===== src/design/edxs_pkg.sv =====
// Package with constants for the external data access timing block.
package edxs_pkg;
    localparam int unsigned CLK_HZ = 40000000;
    localparam logic [2:0] CLK_PER_MC = 3'h4;
    localparam logic [2:0] STRETCH_RST = 3'h1;
    localparam logic [31:0] ADDR_CLKCTL = 32'h00000000;
    localparam logic [31:0] ADDR_WAITCTL = 32'h00000004;
    localparam logic [31:0] ADDR_PSEL = 32'h00000008;
    localparam logic [31:0] ADDR_TAKEY = 32'h0000000c;
    localparam logic [31:0] ADDR_CMD = 32'h00000010;
    localparam logic [31:0] ADDR_STAT = 32'h00000014;
    localparam logic [31:0] ADDR_PTR0 = 32'h00000018;
    localparam logic [31:0] ADDR_PTR1 = 32'h0000001c;
    localparam logic [31:0] ADDR_RIP2 = 32'h00000020;
    localparam int STRETCH_LSB = 0;
    localparam int WAIT_EN_BIT = 7;
    localparam logic [7:0] TA_KEY1 = 8'haa;
    localparam logic [7:0] TA_KEY2 = 8'h55;
    localparam logic [2:0] TA_WINDOW = 3'h3;
    localparam logic [1:0] RESP_OKAY = 2'h0;
    localparam logic [1:0] RESP_SLVERR = 2'h2;
    typedef enum logic [1:0] {EDXS_IDLE, EDXS_FETCH, EDXS_ACCESS, EDXS_DONE} edxs_state_t;
endpackage


===== src/design/edxs_mc_timer.sv =====
// Machine cycle clock-state counter producing a 2-bit phase count and a one-cycle last-clock enable.
`timescale 1ns/1ps
module edxs_mc_timer
(
    input wire logic aclk,
    input wire logic aresetn,
    input wire logic run,
    output logic [1:0] phase,
    output logic last_clk
);
    logic [1:0] phase_ff;
    logic [1:0] nxt_phase;
    always_comb
    begin
        nxt_phase = run ? phase_ff + 2'h1 : 2'h0;
    end
    always_ff @(posedge aclk)
    begin
        if (!aresetn)
            phase_ff <= 2'h0;
        else
            phase_ff <= nxt_phase;
    end
    assign phase = phase_ff;
    assign last_clk = run && (phase_ff == 2'h3);
endmodule


===== src/design/edxs_top.sv =====
// External data access controller with stretch and wait timing.
// Contract
// - Each transfer starts with a four clock opcode fetch cycle.
// - The next machine cycle drives the address and performs the access.
// - Stretch value comes from bits 2 to 0 of clock control register.
// - Transfer lasts stretch plus two machine cycles.
// - Stretch lengthens only the transfer; core stays frozen meanwhile.
// - Stretch resets to 1; software may program 0.
// - Strobe is 2 clocks at stretch 0, else four clocks per step.
// - Wait pin is honoured only while wait enable bit 7 is set.
// - Stretch sets the minimum length; waits only extend it.
// - Wait pin sampled in third clock state of each access cycle.
// - Each active sample inserts one wait cycle, strobe held.
// - Waits are unlimited; access ends when wait is released.
// - Wait enable writes take effect only after the timed unlock.
// - Wait input is the port 4 bit 0 alternate function.
// - Pointer accesses use pointer zero or one per pointer select.
// - Indirect address is index register low, port 2 latch high.
// - Pointer select is bit 0; other bits read zero.
`timescale 1ns/1ps
module edxs_top
(
    input wire logic aclk,
    input wire logic aresetn,
    input wire logic [31:0] s_axi_awaddr,
    input wire logic s_axi_awvalid,
    output logic s_axi_awready,
    input wire logic [31:0] s_axi_wdata,
    input wire logic [3:0] s_axi_wstrb,
    input wire logic s_axi_wvalid,
    output logic s_axi_wready,
    output logic [1:0] s_axi_bresp,
    output logic s_axi_bvalid,
    input wire logic s_axi_bready,
    input wire logic [31:0] s_axi_araddr,
    input wire logic s_axi_arvalid,
    output logic s_axi_arready,
    output logic [31:0] s_axi_rdata,
    output logic [1:0] s_axi_rresp,
    output logic s_axi_rvalid,
    input wire logic s_axi_rready,
    input wire logic port4_bit0,
    input wire logic [7:0] ext_data_in,
    output logic [15:0] ext_addr,
    output logic [7:0] ext_data_out,
    output logic ext_data_oe,
    output logic ext_rd_n,
    output logic ext_wr_n,
    output logic core_hold
);
    logic [2:0] stretch_select_ff, nxt_stretch_select;
    logic wait_enable_ff, nxt_wait_enable;
    logic pointer_select_ff, nxt_pointer_select;
    logic [15:0] ptr0_ff, nxt_ptr0, ptr1_ff, nxt_ptr1;
    logic [7:0] idx_reg_ff, nxt_idx_reg, p2_latch_ff, nxt_p2_latch;
    logic [1:0] ta_stage_ff, nxt_ta_stage;
    logic [2:0] ta_cnt_ff, nxt_ta_cnt;
    logic [7:0] rd_data_ff, nxt_rd_data;
    logic done_ff, nxt_done;
    logic aw_ok_ff, nxt_aw_ok, w_ok_ff, nxt_w_ok;
    logic [31:0] awaddr_ff, nxt_awaddr, wdata_ff, nxt_wdata;
    logic [3:0] wstrb_ff, nxt_wstrb;
    logic bvalid_ff, nxt_bvalid, rvalid_ff, nxt_rvalid;
    logic [1:0] bresp_ff, nxt_bresp, rresp_ff, nxt_rresp;
    logic [31:0] rdata_ff, nxt_rdata;
    edxs_pkg::edxs_state_t state_ff, nxt_state;
    logic [3:0] mc_left_ff, nxt_mc_left;
    logic wait_pend_ff, nxt_wait_pend;
    logic is_write_ff, nxt_is_write, use_ptr_ff, nxt_use_ptr, ptr_inc_ff, nxt_ptr_inc;
    logic [15:0] addr_ff, nxt_addr;
    logic [7:0] wbyte_ff, nxt_wbyte;
    logic rd_n_ff, nxt_rd_n, wr_n_ff, nxt_wr_n, oe_ff, nxt_oe;
    logic [1:0] phase;
    logic last_clk, run, do_wr, cmd_go, ta_open;
    assign run = (state_ff == edxs_pkg::EDXS_FETCH) || (state_ff == edxs_pkg::EDXS_ACCESS);
    edxs_mc_timer u_timer
    (
        .aclk(aclk),
        .aresetn(aresetn),
        .run(run),
        .phase(phase),
        .last_clk(last_clk)
    );
    assign do_wr = aw_ok_ff && w_ok_ff && !bvalid_ff;
    assign ta_open = (ta_stage_ff == 2'h2);
    assign cmd_go = do_wr && (awaddr_ff == edxs_pkg::ADDR_CMD) && wdata_ff[8]
        && (state_ff == edxs_pkg::EDXS_IDLE);
    // Register file and AXI4-Lite slave.
    always_comb
    begin
        nxt_aw_ok = aw_ok_ff;
        nxt_w_ok = w_ok_ff;
        nxt_awaddr = awaddr_ff;
        nxt_wdata = wdata_ff;
        nxt_wstrb = wstrb_ff;
        nxt_bvalid = bvalid_ff;
        nxt_bresp = bresp_ff;
        nxt_rvalid = rvalid_ff;
        nxt_rresp = rresp_ff;
        nxt_rdata = rdata_ff;
        nxt_stretch_select = stretch_select_ff;
        nxt_wait_enable = wait_enable_ff;
        nxt_pointer_select = pointer_select_ff;
        nxt_ptr0 = ptr0_ff;
        nxt_ptr1 = ptr1_ff;
        nxt_idx_reg = idx_reg_ff;
        nxt_p2_latch = p2_latch_ff;
        nxt_ta_stage = ta_stage_ff;
        nxt_ta_cnt = ta_cnt_ff;
        nxt_done = done_ff;
        if (s_axi_awvalid && !aw_ok_ff)
        begin
            nxt_aw_ok = 1'b1;
            nxt_awaddr = s_axi_awaddr;
        end
        if (s_axi_wvalid && !w_ok_ff)
        begin
            nxt_w_ok = 1'b1;
            nxt_wdata = s_axi_wdata;
            nxt_wstrb = s_axi_wstrb;
        end
        // The unlock window closes after a few bus writes so a stray write cannot reopen it.
        if (ta_stage_ff != 2'h0 && do_wr)
        begin
            nxt_ta_cnt = ta_cnt_ff - 3'h1;
            if (ta_cnt_ff == 3'h1)
                nxt_ta_stage = 2'h0;
        end
        if (state_ff == edxs_pkg::EDXS_DONE)
            nxt_done = 1'b1;
        if (s_axi_bvalid && s_axi_bready)
            nxt_bvalid = 1'b0;
        if (do_wr)
        begin
            nxt_aw_ok = 1'b0;
            nxt_w_ok = 1'b0;
            nxt_bvalid = 1'b1;
            nxt_bresp = edxs_pkg::RESP_OKAY;
            unique case (awaddr_ff)
                edxs_pkg::ADDR_CLKCTL:
                    if (wstrb_ff[0])
                        nxt_stretch_select = wdata_ff[edxs_pkg::STRETCH_LSB +: 3];
                edxs_pkg::ADDR_WAITCTL:
                    if (wstrb_ff[0] && ta_open)
                    begin
                        nxt_wait_enable = wdata_ff[edxs_pkg::WAIT_EN_BIT];
                        nxt_ta_stage = 2'h0;
                    end
                edxs_pkg::ADDR_PSEL:
                    if (wstrb_ff[0])
                        nxt_pointer_select = wdata_ff[0];
                edxs_pkg::ADDR_TAKEY:
                    if (wdata_ff[7:0] == edxs_pkg::TA_KEY1)
                    begin
                        nxt_ta_stage = 2'h1;
                        nxt_ta_cnt = edxs_pkg::TA_WINDOW;
                    end
                    else if (ta_stage_ff == 2'h1 && wdata_ff[7:0] == edxs_pkg::TA_KEY2)
                    begin
                        nxt_ta_stage = 2'h2;
                        nxt_ta_cnt = edxs_pkg::TA_WINDOW;
                    end
                    else
                        nxt_ta_stage = 2'h0;
                edxs_pkg::ADDR_CMD:
                    if (cmd_go)
                        nxt_done = 1'b0;
                    else if (wdata_ff[8] == 1'b0 && wdata_ff[9])
                        nxt_done = 1'b0;
                edxs_pkg::ADDR_PTR0:
                    nxt_ptr0 = wdata_ff[15:0];
                edxs_pkg::ADDR_PTR1:
                    nxt_ptr1 = wdata_ff[15:0];
                edxs_pkg::ADDR_RIP2:
                begin
                    nxt_idx_reg = wdata_ff[7:0];
                    nxt_p2_latch = wdata_ff[15:8];
                end
                edxs_pkg::ADDR_STAT:
                    nxt_bresp = edxs_pkg::RESP_OKAY;
                default:
                    nxt_bresp = edxs_pkg::RESP_SLVERR;
            endcase
        end
        if (state_ff == edxs_pkg::EDXS_DONE && ptr_inc_ff)
        begin
            if (pointer_select_ff)
                nxt_ptr1 = ptr1_ff + 16'h0001;
            else
                nxt_ptr0 = ptr0_ff + 16'h0001;
        end
        if (state_ff == edxs_pkg::EDXS_DONE)
            nxt_done = 1'b1; // Completion wins over a same-cycle clear.
        if (s_axi_rvalid && s_axi_rready)
            nxt_rvalid = 1'b0;
        if (s_axi_arvalid && !rvalid_ff)
        begin
            nxt_rvalid = 1'b1;
            nxt_rresp = edxs_pkg::RESP_OKAY;
            nxt_rdata = 32'h00000000;
            unique case (s_axi_araddr)
                edxs_pkg::ADDR_CLKCTL: nxt_rdata[2:0] = stretch_select_ff;
                edxs_pkg::ADDR_WAITCTL: nxt_rdata[edxs_pkg::WAIT_EN_BIT] = wait_enable_ff;
                edxs_pkg::ADDR_PSEL: nxt_rdata[0] = pointer_select_ff;
                edxs_pkg::ADDR_TAKEY: nxt_rdata[1:0] = ta_stage_ff;
                edxs_pkg::ADDR_CMD: nxt_rdata[9] = done_ff;
                edxs_pkg::ADDR_STAT: nxt_rdata = {22'h000000, run, done_ff, rd_data_ff};
                edxs_pkg::ADDR_PTR0: nxt_rdata[15:0] = ptr0_ff;
                edxs_pkg::ADDR_PTR1: nxt_rdata[15:0] = ptr1_ff;
                edxs_pkg::ADDR_RIP2: nxt_rdata[15:0] = {p2_latch_ff, idx_reg_ff};
                default: nxt_rresp = edxs_pkg::RESP_SLVERR;
            endcase
        end
    end
    always_ff @(posedge aclk)
    begin
        if (!aresetn)
        begin
            aw_ok_ff <= 1'b0;
            w_ok_ff <= 1'b0;
            awaddr_ff <= 32'h00000000;
            wdata_ff <= 32'h00000000;
            wstrb_ff <= 4'h0;
            bvalid_ff <= 1'b0;
            bresp_ff <= 2'h0;
            rvalid_ff <= 1'b0;
            rresp_ff <= 2'h0;
            rdata_ff <= 32'h00000000;
            stretch_select_ff <= edxs_pkg::STRETCH_RST;
            wait_enable_ff <= 1'b0;
            pointer_select_ff <= 1'b0;
            ptr0_ff <= 16'h0000;
            ptr1_ff <= 16'h0000;
            idx_reg_ff <= 8'h00;
            p2_latch_ff <= 8'h00;
            ta_stage_ff <= 2'h0;
            ta_cnt_ff <= 3'h0;
            done_ff <= 1'b0;
        end
        else
        begin
            aw_ok_ff <= nxt_aw_ok;
            w_ok_ff <= nxt_w_ok;
            awaddr_ff <= nxt_awaddr;
            wdata_ff <= nxt_wdata;
            wstrb_ff <= nxt_wstrb;
            bvalid_ff <= nxt_bvalid;
            bresp_ff <= nxt_bresp;
            rvalid_ff <= nxt_rvalid;
            rresp_ff <= nxt_rresp;
            rdata_ff <= nxt_rdata;
            stretch_select_ff <= nxt_stretch_select;
            wait_enable_ff <= nxt_wait_enable;
            pointer_select_ff <= nxt_pointer_select;
            ptr0_ff <= nxt_ptr0;
            ptr1_ff <= nxt_ptr1;
            idx_reg_ff <= nxt_idx_reg;
            p2_latch_ff <= nxt_p2_latch;
            ta_stage_ff <= nxt_ta_stage;
            ta_cnt_ff <= nxt_ta_cnt;
            done_ff <= nxt_done;
        end
    end
    // Access sequencer.
    always_comb
    begin
        nxt_state = state_ff;
        nxt_mc_left = mc_left_ff;
        nxt_wait_pend = wait_pend_ff;
        nxt_is_write = is_write_ff;
        nxt_use_ptr = use_ptr_ff;
        nxt_ptr_inc = ptr_inc_ff;
        nxt_addr = addr_ff;
        nxt_wbyte = wbyte_ff;
        nxt_rd_n = rd_n_ff;
        nxt_wr_n = wr_n_ff;
        nxt_oe = oe_ff;
        nxt_rd_data = rd_data_ff;
        unique case (state_ff)
            edxs_pkg::EDXS_IDLE:
                if (cmd_go)
                begin
                    nxt_state = edxs_pkg::EDXS_FETCH;
                    nxt_is_write = wdata_ff[0];
                    nxt_use_ptr = wdata_ff[1];
                    nxt_ptr_inc = wdata_ff[2] && wdata_ff[1];
                    nxt_wbyte = wdata_ff[23:16];
                end
            edxs_pkg::EDXS_FETCH:
                if (last_clk)
                begin
                    nxt_state = edxs_pkg::EDXS_ACCESS;
                    nxt_mc_left = {1'b0, stretch_select_ff} + 4'h1;
                    nxt_wait_pend = 1'b0;
                    if (use_ptr_ff)
                        nxt_addr = pointer_select_ff ? ptr1_ff : ptr0_ff;
                    else
                        nxt_addr = {p2_latch_ff, idx_reg_ff};
                    nxt_oe = is_write_ff;
                end
            edxs_pkg::EDXS_ACCESS:
            begin
                // The strobe falls late enough to span two clocks, or four per stretch step.
                if ((phase == 2'h0 && stretch_select_ff == 3'h0)
                    || (phase == 2'h2 && stretch_select_ff != 3'h0
                    && mc_left_ff == {1'b0, stretch_select_ff} + 4'h1))
                begin
                    nxt_rd_n = is_write_ff;
                    nxt_wr_n = !is_write_ff;
                end
                if (phase == 2'h2)
                    nxt_wait_pend = wait_enable_ff && port4_bit0;
                if (last_clk)
                begin
                    if (wait_pend_ff)
                        nxt_mc_left = mc_left_ff;
                    else if (mc_left_ff != 4'h1)
                        nxt_mc_left = mc_left_ff - 4'h1;
                end
                // The strobe rises one clock before the cycle end so write data outlast it.
                if (phase == 2'h2 && mc_left_ff == 4'h1 && !(wait_enable_ff && port4_bit0))
                begin
                    nxt_rd_n = 1'b1;
                    nxt_wr_n = 1'b1;
                    if (!is_write_ff)
                        nxt_rd_data = ext_data_in;
                end
                if (last_clk && mc_left_ff == 4'h1 && !wait_pend_ff)
                begin
                    nxt_state = edxs_pkg::EDXS_DONE;
                    nxt_oe = 1'b0;
                end
            end
            edxs_pkg::EDXS_DONE:
                nxt_state = edxs_pkg::EDXS_IDLE;
        endcase
    end
    always_ff @(posedge aclk)
    begin
        if (!aresetn)
        begin
            state_ff <= edxs_pkg::EDXS_IDLE;
            mc_left_ff <= 4'h0;
            wait_pend_ff <= 1'b0;
            is_write_ff <= 1'b0;
            use_ptr_ff <= 1'b0;
            ptr_inc_ff <= 1'b0;
            addr_ff <= 16'h0000;
            wbyte_ff <= 8'h00;
            rd_n_ff <= 1'b1;
            wr_n_ff <= 1'b1;
            oe_ff <= 1'b0;
            rd_data_ff <= 8'h00;
        end
        else
        begin
            state_ff <= nxt_state;
            mc_left_ff <= nxt_mc_left;
            wait_pend_ff <= nxt_wait_pend;
            is_write_ff <= nxt_is_write;
            use_ptr_ff <= nxt_use_ptr;
            ptr_inc_ff <= nxt_ptr_inc;
            addr_ff <= nxt_addr;
            wbyte_ff <= nxt_wbyte;
            rd_n_ff <= nxt_rd_n;
            wr_n_ff <= nxt_wr_n;
            oe_ff <= nxt_oe;
            rd_data_ff <= nxt_rd_data;
        end
    end
    assign s_axi_awready = !aw_ok_ff;
    assign s_axi_wready = !w_ok_ff;
    assign s_axi_bvalid = bvalid_ff;
    assign s_axi_bresp = bresp_ff;
    assign s_axi_arready = !rvalid_ff;
    assign s_axi_rvalid = rvalid_ff;
    assign s_axi_rresp = rresp_ff;
    assign s_axi_rdata = rdata_ff;
    assign ext_addr = addr_ff;
    assign ext_data_out = wbyte_ff;
    assign ext_data_oe = oe_ff;
    assign ext_rd_n = rd_n_ff;
    assign ext_wr_n = wr_n_ff;
    assign core_hold = run;
    // Strobe width checks at stretch 0 and 1 with wait disabled.
    logic strobe_on;
    assign strobe_on = !rd_n_ff || !wr_n_ff;
endmodule


===== config.mk =====
export PLATFORM = sky130hd
export DESIGN_NAME = edxs_top
export DESIGN_NICKNAME = d
export VERILOG_FILES = /design/src/design/edxs_pkg.sv /design/src/design/edxs_mc_timer.sv /design/src/design/edxs_top.sv
export SDC_FILE = /design/constraint.sdc
export NUM_CORES = 1
export LEC_CHECK = 0
export BUFFER_PORTS_ARGS = -buffer_cell sky130_fd_sc_hd__buf_2
export CAP_MARGIN = 25
export CORE_MARGIN = 4
export CORE_UTILIZATION = 25
export CTS_CLUSTER_DIAMETER = 150
export DETAILED_ROUTE_END_ITERATION = 10
export REMOVE_ABC_BUFFERS = 1
export SKIP_LAST_GASP = 1
export SYNTH_ARGS = -nofsm -noshare
export SYNTH_HDL_FRONTEND = slang
export SYNTH_SLANG_ARGS = --single-unit
export TNS_END_PERCENT = 10

===== constraint.sdc =====
create_clock -name aclk -period 2.1 [get_ports aclk]
set_input_delay 0.21 -clock aclk [delete_from_list [all_inputs] [get_ports aclk]]
set_output_delay 0.21 -clock aclk [all_outputs]
set_load 0.02 [all_outputs]

# After elaboration in Yosys (flattened, before gate mapping)
# Index checks and enable logic that the tools add are counted.
word_totals:
  ff_bits: 187
  input_bits: 116
  output_inout_bits: 69
  word_cells: 203
op_classes:
  n_addsub: 6
  eq_ne: 36
  mux: 60
  bitwise: 3
  n_reduce_logical: 65
op_table:
  columns: ["op", "n"]
  rows:
  - ["$eq 32x5->1 const B", 8]
  - ["$mux 16", 10]
  - ["$eq 32x4->1 const B", 4]
  - ["$eq 32x3->1 const B", 2]
  - ["$eq 32x6->1 const B", 2]
  - ["$logic_not 32->1", 2]
  - ["$add 16x1->16 const B", 2]
  - ["$logic_and 1x1->1", 25]
  - ["$reduce_and 3->1", 8]
  - ["$mux 2", 11]
  - ["$pmux 6 s3", 1]
  - ["$reduce_or 9->1", 2]
  - ["$mux 1", 17]
  - ["$mux 4", 4]
  - ["$pmux 4 s4", 1]
  - ["$mux 3", 5]
  - ["$pmux 1 s5", 3]
  - ["$reduce_bool 2->1", 7]
  - ["$eq 2x2->1 const B", 5]
  - ["$reduce_and 2->1", 5]
  - ["$eq 8x7->1 const B", 1]
  - ["$eq 8x8->1 const B", 1]
  - ["$ne 2x2->1 const B", 4]
  - ["$pmux 2 s4", 1]
  - ["24 further kinds", 39]

# Longest topological paths before layout
depth:
  word_depth: 9
  ltp_mapped: 9
  ltp_nobuf: 8

# Modules after synthesis
# From an unflattened synthesis, not the netlist that was laid out.
unflattened:
  cells_unflattened: 1105
  area_unflattened_um2: 8872.3
modules_own_cells:
  columns: ["module", "instances", "cells_per_inst", "area_per_inst_um2", "seq_area_each_um2"]
  rows:
  - ["edxs_top", 1, 1099, 8795.9, 3663.5]
  - ["edxs_mc_timer", 1, 6, 76.3, 40.0]

# Least setup slack after synthesis
# No wires, ideal clock.
synth_path:
  path_type: "register -> register"
  start: "register bvalid_ff, in the netlist s_axi_bvalid"
  end: "register ptr0_ff[0]"
  setup_time_ns: 0.122
  t_arrival_ns: 1.985
  required_ns: 1.978
  path_slack_ns: -0.007
  path_stages_with_launch: 8
  n_path_buf: 1
  period_less_slack_ns: 2.107
  cell_sequence: "dfxtp_1 and3b_1 clkbuf_1 nand4_2 nor3_1 a21oi_1 and3_1 a311o_1"
synth_via:
  elab_chain_len: 5
synth_rtl:
  columns: ["element", "line_no", "source"]
  rows:
  - ["start, declared", "edxs_top.sv:63", "logic bvalid_ff, nxt_bvalid, rvalid_ff, nxt_rvalid;"]
  - ["start signal, assigned", "edxs_top.sv:247", "bvalid_ff <= nxt_bvalid;"]
  - ["$logic_not 1->1 (*)", "edxs_top.sv:84", "assign do_wr = aw_ok_ff && w_ok_ff && !bvalid_ff;"]
  - ["$logic_and 1x1->1 (*)", "edxs_top.sv:84", null]
  - ["$mux 16 (*)", "edxs_top.sv:133", "if (do_wr)"]
  - ["$mux 16", "edxs_top.sv:187", "if (pointer_select_ff)"]
  - ["$mux 16 (*)", "edxs_top.sv:185", "if (state_ff == edxs_pkg::EDXS_DONE && ptr_inc_ff)"]
  - ["end signal, assigned", "edxs_top.sv:255", "ptr0_ff <= nxt_ptr0;"]
  - ["end, declared", "edxs_top.sv:54", "logic [15:0] ptr0_ff, nxt_ptr0, ptr1_ff, nxt_ptr1;"]
# Mark *: on every way between the ends. The rest lies on a longest branch, timed or not.
# A chain may end at the register's enable or synchronous reset.

# Worst setup path after layout
layout_path:
  start: "register awaddr_ff[0]"
  end: "register ptr0_ff[0]"
layout_via:
  elab_chain_len: 5
layout_rtl:
  columns: ["element", "line_no", "source"]
  rows:
  - ["start, declared", "edxs_top.sv:61", "logic [31:0] awaddr_ff, nxt_awaddr, wdata_ff, nxt_wdata;"]
  - ["start signal, assigned", "edxs_top.sv:244", "awaddr_ff <= nxt_awaddr;"]
  - ["$eq 32x5->1 (*)", "edxs_top.sv:139", "unique case (awaddr_ff)"]
  - ["$mux 16 (*)", "edxs_top.sv:139", null]
  - ["$mux 16 (*)", "edxs_top.sv:133", null]
  - ["$mux 16", "edxs_top.sv:187", null]
  - ["$mux 16 (*)", "edxs_top.sv:185", null]
# Marks and branches as above.

==> results.json <==
{
  "outcome": "complete, no violations",
  "io_buffers": 155,
  "cts_tree": "done",
  "postRouteAntennaNets": 0,
  "grt_usage_pct": 14.2,
  "cts_max_level": 4,
  "postLayoutCoreUtil_pct": 32.9,
  "hold_viol": 0,
  "route.detailed.drc": 0,
  "ys_seq_area_share_pct": 41.2,
  "num-nets-final": 1461,
  "seqPwrFrac_pct": 48.7,
  "crit_arrival_ps": 2390,
  "antenna_found_initial": 6,
  "synth_cell_types": 78,
  "min_period_ps": 2070,
  "dp.cells": 1731,
  "grt_pass1_wl_um": 44600,
  "synthMostInstantiatedCell": "nand2_1",
  "yosys.area.top_type": "dfxtp_1",
  "irDropWorstVdd_uv": 543,
  "rows": 69,
  "ys_seq_elements": 185,
  "coreArea_um2": 35500,
  "fin_crit_sh_pct": 98.3,
  "drive_gt1_share_pct": 22.9,
  "dieArea_um2": 39100,
  "p_per_area_nw_per_um2": 651,
  "cp.required_ps": 2420,
  "netSwitchingPower_uw": 2080,
  "rrSetupSlack_ps": 30,
  "reg2reg_depth": 8,
  "clock_latency_ps": 440,
  "hold_start": "s_axi_awaddr[25]",
  "via_per_inst": 4.90,
  "end_kind": "register",
  "synth_cells": 1110,
  "numCtsBuffers": 17,
  "skew_ps": 13.5,
  "pwr-share-clk_pct": 38.9,
  "syn_area_um2": 8990,
  "worstMarginPinSlew_ps": 769,
  "criticalPathCategory": "reg2reg",
  "slew_headroom_pct": 48.3,
  "grt_pass1_vias": 8316,
  "cts_buffer_depth": 2,
  "synthTopCellsByCount": "nand2_1, dfxtp_1, a21oi_1",
  "fmax_mhz": 484,
  "start_util_pct": 25.3,
  "final_cells": 1807,
  "rr_endpoint": "ptr0_ff[0]",
  "hold_end": "awaddr_ff[25]",
  "switching_share_pct": 27.4,
  "cts-root-buf": "clkbuf_16",
  "ioPinCount": 185,
  "grt_overflow": 0,
  "ys_warn_count": 0,
  "cts_num_sinks": 185,
  "drt_iter0_markers": 707,
  "ys_async_sr_fraction_pct": 0,
  "slew_viol_final": 0,
  "whs_ps": 14.0,
  "r2r-start": "awaddr_ff[0]",
  "leakagePower_uw": 0.00454,
  "placed_area_um2": 10600,
  "p_comb_share_pct": 12.4,
  "hpwlAfterDp_um": 20900,
  "final-setup-viol-count": 0,
  "synth.avg_cell_area_um2": 8.10,
  "first_pass_iters": 7,
  "area_growth_pct": 29.8,
  "ys.flop_type": "dfxtp_1",
  "wl_um": 28300,
  "drv_cap": 0,
  "synth_top_area_share_pct": 41.2,
  "final_area_um2": 11700,
  "path_clk_slew_ps": 70,
  "post_drt_wl_per_cell_um": 15.7,
  "hold_depth": 3,
  "place.gp.congestion": 0.884,
  "rsz0062_at_grt": "true",
  "intPower_uw": 5510,
  "hold_path_class": "in2reg",
  "die_w_um": 198,
  "synth.area.top_cells": "dfxtp_1, nand2_1, a21oi_1",
  "die_h_um": 198,
  "crit_path_start_kind": "register",
  "vias": 8863,
  "grt_max_degree": 72,
  "crit_fanout": 5,
  "synth_edf_count": 0
}
[critical path: stages, from the launching register on]
cell     delay, ps
dfxtp_1        320
nor4_2         310
buf_4          180
nand3_1        170
nor3b_1        250
buf_4          150
a21oi_1         80
and3_1         190
a311o_1        310
[per-layer routing]
layer,GRT usage [%],vias up,wire length [um]
li1,-,4362,-
met1,20.1,4154,13000
met2,21.8,314,12500
met3,3.31,29,2290
met4,3.60,4,432
met5,0,-,22
[worst max-delay path by stage]
stage                       from     endpoint  cells past startpoint  slack [ps]
6_report            awaddr_ff[0]   ptr0_ff[0]                      8          30
5_1_grt             awaddr_ff[0]   ptr0_ff[0]                      9         -90
4_1_cts            awaddr_ff[18]   ptr1_ff[0]                      9         -20
3_5_place_dp       awaddr_ff[18]  ptr1_ff[14]                      9        -250
3_3_place_gp       awaddr_ff[18]  ptr1_ff[14]                      9        -210
2_1_floorplan  pointer_select_ff   ptr1_ff[9]                      5        -250
[final cells by class]
cell class                      instances  area [um^2]
Sequential cell                       185         3710
Tap cell                              461          577
Fill cell                            3743        23800
Clock buffer                           22          444
Clock inverter                         10         71.3
Multi-Input combinational cell        827         4920
Inverter                               27          104
Timing Repair Buffer                  271         1840
Antenna cell                            4         10.0
[state kept, by name, indices dropped and copies added, names as in the netlist, 3 cells and up]
signal	count
stretch_select_ff	3
ext_addr	16
ext_data_out	8
wdata_ff	24
p2_latch_ff	8
mc_left_ff	4
rd_data_ff	8
ptr0_ff	16
awaddr_ff	32
ptr1_ff	16
idx_reg_ff	8
ta_cnt_ff	3
s_axi_rdata	16
[layout by cell type, fill, tap and decap left out, drive strengths merged, types with 4 or more instances in the layout]
cell type,count
a211oi,25
a21o,6
a21oi,158
a221oi,7
a222oi,8
a22oi,15
a2bb2oi,6
a31oi,7
a32oi,4
and3,12
and4,6
buf,232
clkbuf,22
clkinv,5
clkinvlp,4
conb,18
dfxtp,185
diode,4
dlygate4sd3,39
ha,16
inv,28
mux2i,30
nand2,216
nand3,29
nand4,12
nor2,100
nor2b,9
nor3,20
nor4,28
nor4bb,4
o211ai,4
o21ai,24
xnor2,4
xor2,5
[power groups by stage]
stage                     logic [uW]  registers (uW)  clock network [uW]
after floorplan                  434            3750                   0
after global placement           823            3770                   0
after detailed placement         834            3770                   0
after CTS                        914            3690                3060
after global routing            1030            3710                3200
final                            940            3700                2950
[kinds of logic after synthesis]
kind of cell | count (synthesis) | synth area share [%]
compound gates | 290 | 20.4
xor+xnor | 9 | 0.877
fa+ha+maj | 16 | 2.23
buf+inv | 115 | 6.36
flops | 185 | 41.2
mux | 33 | 3.72
other cells | 1 | 0.0417
simple gates | 461 | 25.2
[metrics by stage]
step / power [uW] / setup TNS [ps] / setup WS [ps]
global route: 7950 / -2880 / -86.2
global placement: 4590 / -4670 / -213
finish: 7600 / 0 / 34.7
detailed placement: 4610 / -7420 / -246
CTS: 7670 / -25.0 / -25.0
floorplan: 4190 / -1490 / -248
[timing repair]
item	CTS	global route
hold buffers	39	0
cloned	0	0
setup endpoints to repair	63	71
pin swaps	0	16
hold endpoints to repair	39	0
resized for setup	9	20
setup buffers	0	1
Note: power is estimated with default switching activity, not from simulation.
